**src/include/rivm_map.svh**
```systemverilog
// Vector offsets, fuse encoding and widths of the reset and vector map
// Functional notes
// - Any reset starts execution at word address 0x0000 unless fuse relocates.
// - External request 0 vectors to 0x0002, request 1 to 0x0004.
// - Pin-change groups 0..2 at 0x0006/0x0008/0x000A; watchdog at 0x000C.
// - Timer 2 compare A, compare B, overflow at 0x000E/0x0010/0x0012.
// - Timer 1 capture, compare A, B, overflow at 0x0014..0x001A.
// - Timer 0 compare A, compare B, overflow at 0x001C/0x001E/0x0020.
// - Serial transfer complete vectors to 0x0022.
// - Serial receive, transmit empty, transmit done at 0x0024/0x0026/0x0028.
// - Converter, data memory, comparator, two-wire, store ready 0x002A..0x0032.
// - Vector select set adds boot section start to every vector offset.
// - Programmed boot-reset fuse starts execution at boot reset address.
// - Boot-reset fuse value 1 is unprogrammed, 0 is programmed.
// - Reset target and table base are chosen independently.
`ifndef RIVM_MAP_SVH
`define RIVM_MAP_SVH
`define RIVM_ADDR_W 14
`define RIVM_NUM_IRQ 25
`define RIVM_RESET_ADDR 14'h0000
`define RIVM_TABLE_BASE 14'h0002
`define RIVM_VEC_STEP 14'h0002
`define RIVM_FUSE_PROGRAMMED 1'b0
`define RIVM_BOOT_RESET_ADDR 14'h1c00
`define RIVM_NO_BOOT_BASE 14'h0000
// Edges after release before stage two holds the real fuse level
`define RIVM_SETTLE_CYCLES 2'h2
`define RIVM_OFS_EXT_REQ_0 14'h0002
`define RIVM_OFS_EXT_REQ_1 14'h0004
`define RIVM_OFS_PIN_CHG_0 14'h0006
`define RIVM_OFS_PIN_CHG_1 14'h0008
`define RIVM_OFS_PIN_CHG_2 14'h000a
`define RIVM_OFS_WDOG_TIMEOUT 14'h000c
`define RIVM_OFS_T2_CMP_A 14'h000e
`define RIVM_OFS_T2_CMP_B 14'h0010
`define RIVM_OFS_T2_OVF 14'h0012
`define RIVM_OFS_T1_CAPT 14'h0014
`define RIVM_OFS_T1_CMP_A 14'h0016
`define RIVM_OFS_T1_CMP_B 14'h0018
`define RIVM_OFS_T1_OVF 14'h001a
`define RIVM_OFS_T0_CMP_A 14'h001c
`define RIVM_OFS_T0_CMP_B 14'h001e
`define RIVM_OFS_T0_OVF 14'h0020
`define RIVM_OFS_SER_XFER_DONE 14'h0022
`define RIVM_OFS_RX_DONE 14'h0024
`define RIVM_OFS_TX_DATA_EMPTY 14'h0026
`define RIVM_OFS_TX_DONE 14'h0028
`define RIVM_OFS_CONV_DONE 14'h002a
`define RIVM_OFS_DATA_NVM_READY 14'h002c
`define RIVM_OFS_CMP_EVENT 14'h002e
`define RIVM_OFS_TWO_WIRE 14'h0030
`define RIVM_OFS_PROG_STORE_READY 14'h0032
`endif

```
**src/include/rivm_pkg.sv**
```systemverilog
// Types of the reset and vector map
package rivm_pkg;
    typedef logic [13:0] rivm_addr_t;
    typedef enum logic [1:0] {RIVM_IDLE, RIVM_RESET, RIVM_IRQ} rivm_kind_t;
endpackage

```
**src/design/rivm_prio_enc.sv**
```systemverilog
// Lowest-index priority encoder over the pending requests
`timescale 1ns/1ps
`default_nettype none
module rivm_prio_enc #(
    parameter int N = 25
) (
    input wire logic [N-1:0] i_req,
    output logic o_any,
    output logic [4:0] o_idx
);
    always_comb begin
        o_any = 1'b0;
        o_idx = 5'h00;
        for (int k = N - 1; k >= 0; k--) begin
            if (i_req[k]) begin
                o_any = 1'b1;
                o_idx = 5'(k);
            end
        end
    end
endmodule
`default_nettype wire

```
**src/design/rivm_vector_map.sv**
```systemverilog
// Reset and interrupt vector address generator
`timescale 1ns/1ps
`default_nettype none
`include "rivm_map.svh"
module rivm_vector_map (
    input wire logic I_MCLK,
    input wire logic I_NRST,
    input wire logic I_BOOT_RESET_FUSE,
    input wire logic I_VECTOR_TABLE_SELECT,
    input wire logic [24:0] I_IRQ,
    input wire logic I_ACK,
    output logic O_VEC_VALID,
    output logic [13:0] O_VEC_ADDR,
    output logic O_IS_RESET,
    output logic [4:0] O_IRQ_IDX
);
    logic rst_a_ff;
    logic rst_b_ff;
    logic fuse_a_ff;
    logic fuse_b_ff;
    logic sel_a_ff;
    logic sel_b_ff;
    logic [24:0] irq_a_ff;
    logic [24:0] irq_b_ff;
    logic [1:0] settle_ff;
    logic settled;
    logic boot_pend_ff;
    logic any;
    logic [4:0] idx;
    logic take_reset;
    logic take_irq;
    logic taken;
    rivm_pkg::rivm_kind_t kind_ff;
    rivm_pkg::rivm_addr_t boot_base;
    rivm_pkg::rivm_addr_t vec_ofs;
    rivm_pkg::rivm_addr_t nxt_addr;

    // Release on the clock so no flop sees a ragged reset edge
    always_ff @(posedge I_MCLK or negedge I_NRST) begin
        if (!I_NRST) begin
            rst_a_ff <= 1'b0;
            rst_b_ff <= 1'b0;
        end else begin
            rst_a_ff <= 1'b1;
            rst_b_ff <= rst_a_ff;
        end
    end

    // Fuse level comes from outside; two stages
    always_ff @(posedge I_MCLK or negedge rst_b_ff) begin
        if (!rst_b_ff) begin
            fuse_a_ff <= 1'b1;
            fuse_b_ff <= 1'b1;
        end else begin
            fuse_a_ff <= I_BOOT_RESET_FUSE;
            fuse_b_ff <= fuse_a_ff;
        end
    end

    // Table select comes from outside; two stages
    always_ff @(posedge I_MCLK or negedge rst_b_ff) begin
        if (!rst_b_ff) begin
            sel_a_ff <= 1'b0;
            sel_b_ff <= 1'b0;
        end else begin
            sel_a_ff <= I_VECTOR_TABLE_SELECT;
            sel_b_ff <= sel_a_ff;
        end
    end

    // Peripheral request levels; two stages each
    always_ff @(posedge I_MCLK or negedge rst_b_ff) begin
        if (!rst_b_ff) begin
            irq_a_ff <= 25'h0;
            irq_b_ff <= 25'h0;
        end else begin
            irq_a_ff <= I_IRQ;
            irq_b_ff <= irq_a_ff;
        end
    end

    // Stage two holds the real fuse only after two edges; wait them out
    always_ff @(posedge I_MCLK or negedge rst_b_ff) begin
        if (!rst_b_ff) begin
            settle_ff <= 2'h0;
        end else if (settle_ff != `RIVM_SETTLE_CYCLES) begin
            settle_ff <= settle_ff + 2'h1;
        end
    end

    assign settled = (settle_ff == `RIVM_SETTLE_CYCLES);

    rivm_prio_enc #(.N(`RIVM_NUM_IRQ)) u_prio (
        .i_req(irq_b_ff),
        .o_any(any),
        .o_idx(idx)
    );

    // One offset per source; codes past the last source never occur
    always_comb begin
        vec_ofs = `RIVM_OFS_EXT_REQ_0;
        case (idx)
            5'h00: vec_ofs = `RIVM_OFS_EXT_REQ_0;
            5'h01: vec_ofs = `RIVM_OFS_EXT_REQ_1;
            5'h02: vec_ofs = `RIVM_OFS_PIN_CHG_0;
            5'h03: vec_ofs = `RIVM_OFS_PIN_CHG_1;
            5'h04: vec_ofs = `RIVM_OFS_PIN_CHG_2;
            5'h05: vec_ofs = `RIVM_OFS_WDOG_TIMEOUT;
            5'h06: vec_ofs = `RIVM_OFS_T2_CMP_A;
            5'h07: vec_ofs = `RIVM_OFS_T2_CMP_B;
            5'h08: vec_ofs = `RIVM_OFS_T2_OVF;
            5'h09: vec_ofs = `RIVM_OFS_T1_CAPT;
            5'h0a: vec_ofs = `RIVM_OFS_T1_CMP_A;
            5'h0b: vec_ofs = `RIVM_OFS_T1_CMP_B;
            5'h0c: vec_ofs = `RIVM_OFS_T1_OVF;
            5'h0d: vec_ofs = `RIVM_OFS_T0_CMP_A;
            5'h0e: vec_ofs = `RIVM_OFS_T0_CMP_B;
            5'h0f: vec_ofs = `RIVM_OFS_T0_OVF;
            5'h10: vec_ofs = `RIVM_OFS_SER_XFER_DONE;
            5'h11: vec_ofs = `RIVM_OFS_RX_DONE;
            5'h12: vec_ofs = `RIVM_OFS_TX_DATA_EMPTY;
            5'h13: vec_ofs = `RIVM_OFS_TX_DONE;
            5'h14: vec_ofs = `RIVM_OFS_CONV_DONE;
            5'h15: vec_ofs = `RIVM_OFS_DATA_NVM_READY;
            5'h16: vec_ofs = `RIVM_OFS_CMP_EVENT;
            5'h17: vec_ofs = `RIVM_OFS_TWO_WIRE;
            5'h18: vec_ofs = `RIVM_OFS_PROG_STORE_READY;
            default: vec_ofs = `RIVM_OFS_EXT_REQ_0;
        endcase
    end

    // Table base is picked apart from the reset target
    always_comb begin
        if (sel_b_ff) begin
            boot_base = `RIVM_BOOT_RESET_ADDR;
        end else begin
            boot_base = `RIVM_NO_BOOT_BASE;
        end
        nxt_addr = boot_base + vec_ofs;
    end

    // Reset vector always goes first, once per reset
    assign take_reset = (kind_ff == rivm_pkg::RIVM_IDLE) && boot_pend_ff
                        && settled;
    assign take_irq = (kind_ff == rivm_pkg::RIVM_IDLE) && !boot_pend_ff
                      && any;
    assign taken = (kind_ff != rivm_pkg::RIVM_IDLE) && I_ACK;

    always_ff @(posedge I_MCLK or negedge rst_b_ff) begin
        if (!rst_b_ff) begin
            kind_ff <= rivm_pkg::RIVM_IDLE;
        end else begin
            case (kind_ff)
                rivm_pkg::RIVM_IDLE: begin
                    if (take_reset) begin
                        kind_ff <= rivm_pkg::RIVM_RESET;
                    end else if (take_irq) begin
                        kind_ff <= rivm_pkg::RIVM_IRQ;
                    end
                end
                rivm_pkg::RIVM_RESET: begin
                    if (I_ACK) begin
                        kind_ff <= rivm_pkg::RIVM_IDLE;
                    end
                end
                rivm_pkg::RIVM_IRQ: begin
                    // Ack returns straight to idle; no free cycle before the next request can be taken
                    if (I_ACK) begin
                        kind_ff <= rivm_pkg::RIVM_IDLE;
                    end
                end
                default: begin
                    kind_ff <= rivm_pkg::RIVM_IDLE;
                end
            endcase
        end
    end

    always_ff @(posedge I_MCLK or negedge rst_b_ff) begin
        if (!rst_b_ff) begin
            boot_pend_ff <= 1'b1;
        end else if (take_reset) begin
            boot_pend_ff <= 1'b0;
        end
    end

    // Held until the core takes it
    always_ff @(posedge I_MCLK or negedge rst_b_ff) begin
        if (!rst_b_ff) begin
            O_VEC_VALID <= 1'b0;
        end else if (take_reset || take_irq) begin
            O_VEC_VALID <= 1'b1;
        end else if (taken) begin
            O_VEC_VALID <= 1'b0;
        end
    end

    always_ff @(posedge I_MCLK or negedge rst_b_ff) begin
        if (!rst_b_ff) begin
            O_IS_RESET <= 1'b0;
        end else if (take_reset) begin
            O_IS_RESET <= 1'b1;
        end else if (take_irq || taken) begin
            O_IS_RESET <= 1'b0;
        end
    end

    always_ff @(posedge I_MCLK or negedge rst_b_ff) begin
        if (!rst_b_ff) begin
            O_VEC_ADDR <= `RIVM_RESET_ADDR;
        end else if (take_reset) begin
            if (fuse_b_ff == `RIVM_FUSE_PROGRAMMED) begin
                O_VEC_ADDR <= `RIVM_BOOT_RESET_ADDR;
            end else begin
                O_VEC_ADDR <= `RIVM_RESET_ADDR;
            end
        end else if (take_irq) begin
            O_VEC_ADDR <= nxt_addr;
        end
    end

    always_ff @(posedge I_MCLK or negedge rst_b_ff) begin
        if (!rst_b_ff) begin
            O_IRQ_IDX <= 5'h00;
        end else if (take_irq) begin
            O_IRQ_IDX <= idx;
        end
    end
endmodule
`default_nettype wire

```
**config.mk**
```make
export PLATFORM = sky130hd
export DESIGN_NAME = rivm_vector_map
export DESIGN_NICKNAME = d
export VERILOG_FILES = /design/src/include/rivm_pkg.sv /design/src/design/rivm_prio_enc.sv /design/src/design/rivm_vector_map.sv
export VERILOG_INCLUDE_DIRS = /design/src /design/src/include
export SDC_FILE = /design/constraint.sdc
export NUM_CORES = 1
export LEC_CHECK = 0
export BUFFER_PORTS_ARGS = -buffer_cell sky130_fd_sc_hd__buf_4
export CAP_MARGIN = 25
export CORE_UTILIZATION = 54
export DETAILED_ROUTE_END_ITERATION = 12
export PLACE_DENSITY = 0.86
export RECOVER_POWER = 50
export SLEW_MARGIN = 15
export SYNTH_ARGS = -nofsm -noshare
export SYNTH_HDL_FRONTEND = slang
export SYNTH_SLANG_ARGS = --single-unit
```
**constraint.sdc**
```tcl
create_clock -name I_MCLK -period 2.82 [get_ports I_MCLK]
set_input_delay 0.282 -clock I_MCLK [delete_from_list [all_inputs] [get_ports I_MCLK]]
set_output_delay 0.282 -clock I_MCLK [all_outputs]
set_load 0.01 [all_outputs]
```
==> impl_summary.md <==
Critical path
The classification of the worst setup path is register to register. Data on the critical path arrives at its endpoint at approximately 2.6 ns. The slowest stage of the critical path is the a2111oi_0 cell.

The worst path buffer plus inverter count is 1. The critical path's top delay family is compound AO/OA/AOI/OAI gates. The critical path goes through nor2_1, o31a_1, o211ai_1, a2111oi_0, nor3_1, ha_1, inv_1, o21ai_0, a32o_1. Data on the critical path is required at its endpoint by ~3 ns. In this run the worst path has a maximum fanout of 5.

The worst setup path is launched from a register. The kind of end point of the critical path is a register. In this design, the stage delay of the slowest critical-path cell is just under 0.7 ns.

Synthesis
The synthesized design contains 0 enable-type register cells. In this run, synthesis produced a sequential element count of 74. The cell taking the most area after synthesis is dfrtp_1. Summed over its instances, the top area cell type makes up between 60% and 70% of the synthesized netlist area. Sequential cells were found to cover approximately 70% of the synthesized design area. The prevailing post-synth register cell is dfrtp_1. After synthesis, the netlist uses 40 different library cells. The proportion of register bits with asynchronous set or reset after synthesis is 100%. Ranked by total cell area, the synthesized netlist is headed by dfrtp_1, dfstp_2, buf_4. The synthesized cell area is approximately 0.0027 sq mm.

The synthesis warning total is 0. Synthesis produced a netlist whose cell count is about 200. A synthesized cell averages about 14 sq um.

CTS
The number of clock buffers added by TritonCTS is 9. The number of gates resized after CTS was 0. The source-to-sink clock delay at the later pin of the worst-skew pair is about 0.34 ns.

The clock tree from TritonCTS is done. The H-tree was split into 3 levels. Clock-pin slew was measured on the worst setup and hold paths at 0.07 ns. The maximum buffer depth of the clock tree is 2. The root buffer cell is clkbuf_8.

Clock tree synthesis found a total of 74 sinks.

GRT
After global routing the overflow that remains totals 0. The first global-routing pass estimated roughly 7000 um of wire. Entering global routing, the biggest net connects 56 pins. The number of antenna violations at the first check in global routing is 0. For this run, global-route usage on met2 was measured as 32.8%. In this run the most used layer during global routing was met2. Global routing used 18.4% of the available tracks.

The global-route met1 utilization is between 10% and 20%. For this run, global-route usage on met3 was measured as under 10%. The number of global-route vias before repair came to about 1,600.

Power and ir drop
The highest ir drop seen on vdd is about 0.5 mV. The relative contribution of the clock network to total power is ~30%. Of the total power, registers draw a little over half.

Power spread over the standard cell area amounts to roughly 730 mW/mm^2. In this run the static leakage power is between 1 and 1.5 nW. The power share of the combinational group is around 17%. In this run the power spent charging and discharging nets is 649 uW. The completed layout was analyzed and its total power is 2.32 mW.

The internal power of the cells totals 1.67 mW. Net switching is between 20 and 30% of the power.

STA
The final sum of negative setup slack is 0 ns. The part of the cycle the worst path needs is between 80% and 90%. Measured against its own limit, the worst slew margin works out to 46.9%. The clock arrives with approximately 0.0064 ns of skew. Based on the critical path, the design can be clocked at up to 0.413 GHz. The clock period minus final worst setup slack is around 2.4 ns.

For the pin with the worst max-slew slack, the measured transition is between 0.7 and 0.8 ns. The hold violation count in the final report is 0. The number of failing setup endpoints in the final timing report is 0.

The final max-slew violation count is 0. Setup repair after global routing left no endpoint under its margin.

Floorplan
The floorplan step set the die width to 72.1 um. The number of placement rows is 25. The initial utilization of the core area, before any placement, comes to a little under three fifths.

The core area is ~0.0047 sq mm. For this design the top-level I/O count stands at between 50 and 60. The die covers roughly 0.0052 sq mm. Measured along the y axis, the die boundary spans 72.1 um.

Cells and area
0 antenna diodes ended up in the layout. The area of the multi-input gates is between 700 and 800 sq um. The library cell used most frequently in the layout, excluding fill and tap cells, is dfrtp_1. Registers take ~0.0019 sq mm. The area overhead of the layout relative to synthesis is 20.1%. The number of fill cells is 337. The net count of the finished layout is about 280. The share of final-layout standard cells stronger than drive strength 1 is between 20% and 30%.

The library cells used most frequently in the layout, excluding fill and tap cells, are dfrtp_1, clkbuf_4, buf_4, nand2_1, nor2_1.

Flow run
The max-capacitance violation count is 0.

Drt
The first-iteration detailed-routing DRC count is 85. In the final routed layout, each cell accounts on average for roughly 13 um. The total DRC errors in the routed layout is 0.

In this run the remaining antenna-violating nets after routing total 0. Dividing the detail-routed via count by the number of cells gives roughly 5. The total via count in the routed design is approximately 1,600.

The wire length reported by the detailed router is roughly 4100 um. The number of detailed-routing iterations run before antenna repair is 4.

Run status
The flow ran to the end, and the final reports show no timing, DRC or antenna violations.

Place
The estimated wirelength of the detail-placed design is 3040 um. At the end of routability-driven placement, the weighted congestion stood at 0.826. In this run the tool buffered the top-level ports with 44 buffer cells.

Worst hold path
The path class of the lowest-slack min-delay path is input port to register.
-- layer usage --
layer  up-vias  share of wire [%]
met5         -                  0
met4         0                2.6
met3        13                4.8
met2        48                 52
met1       774                 40
li1        770                  -
-- Yosys cell counts, types with 3 or more instances --
library cell and count:
dfrtp_1 71, nand2_1 12, nor2_1 11, buf_4 10
inv_1 8, a21oi_1 7, nand3_1 6, nor2b_1 6
o21ai_0 6, ha_1 5, nor3_1 5, dfstp_2 3
nand2b_1 3, nor4_2 3, o211ai_1 3, o21bai_1 3
-- cells by family after synthesis --
logic type               Yosys count  share of synthesized area (%)
flip-flops                        74                           69.9
AND/OR/NAND/NOR                   57                           13.0
AO/OA/AOI/OAI                     35                           9.19
buffers and inverters             19                           4.10
adder cells (fa/ha/maj)            5                           2.36
other                              2                          0.283
multiplexers                       2                          0.801
XOR/XNOR                           1                          0.330
-- worst paths after layout --
| check | startpoint | cells past startpoint | slack [ns] | endpoint |
|---|---|---|---|---|
| max in group asynchronous | rst_b_ff$_DFF_PN0_ | 1 | 1.48 | O_VEC_ADDR[5]$_DFFE_PN0P_ |
| min in group asynchronous | I_NRST | 2 | 0.25 | rst_b_ff$_DFF_PN0_ |
| min | I_BOOT_RESET_FUSE | 1 | 0.05 | fuse_a_ff$_DFF_PN1_ |
| max reg2reg | irq_b_ff[19]$_DFF_PN0_ | 9 | 0.40 | O_VEC_ADDR[5]$_DFFE_PN0P_ |
| max | irq_b_ff[19]$_DFF_PN0_ | 9 | 0.40 | O_VEC_ADDR[5]$_DFFE_PN0P_ |
| min reg2reg | rst_b_ff$_DFF_PN0_ | 0 | 0.26 | irq_a_ff[23]$_DFF_PN0_ |
-- through the flow --
step                area, sq um  cells  util, %  hold slack [ns]  worst slack [ns]
floorplan                  2670    200        -          -0.0136             0.612
global placement           3030    303     64.1           0.0650             0.566
detailed placement         3030    303     64.1           0.0658             0.449
CTS                        3210    320     67.9           0.0316             0.429
global route               3190    320     67.5           0.0330             0.219
finish                     3190    320     67.5           0.0547             0.398
-- what timing repair did --
| item | CTS | global route |
|---|---|---|
| setup buffers | 0 | 0 |
| endpoints found under the hold margin | 2 | 0 |
| hold buffers | 1 | 0 |
| setup endpoints to repair | 0 | 0 |
-- power by group through the flow --
| stage | clock network (mW) | registers (mW) | logic [mW] |
|---|---|---|---|
| global route | 0.759 | 1.24 | 0.449 |
| finish | 0.693 | 1.23 | 0.400 |
| global placement | 0 | 1.24 | 0.401 |
| CTS | 0.715 | 1.23 | 0.417 |
| floorplan | 0 | 1.27 | 0.238 |
| detailed placement | 0 | 1.25 | 0.414 |
-- flip-flops by register name (all words and copies together), names as in the netlist --
signal and cells:
kind_ff 2, O_VEC_ADDR 6, fuse_b_ff 1, settle_ff 2, rst_b_ff 1, fuse_a_ff 1, sel_b_ff 1, sel_a_ff 1
irq_a_ff 25, boot_pend_ff 1, irq_b_ff 25, O_IS_RESET 1, O_VEC_VALID 1, rst_a_ff 1, O_IRQ_IDX 5
-- area by class of cell --
| cell class | count | area share [%] |
|---|---|---|
| clock inverter | 6 | 1.33 |
| tap | 67 | 2.63 |
| timing repair buffer | 47 | 10.6 |
| sequential | 74 | 58.2 |
| inverter | 9 | 1.06 |
| clock buffer | 10 | 4.00 |
| multi-input combinational | 107 | 22.2 |
(Power assumes the default switching activity.)
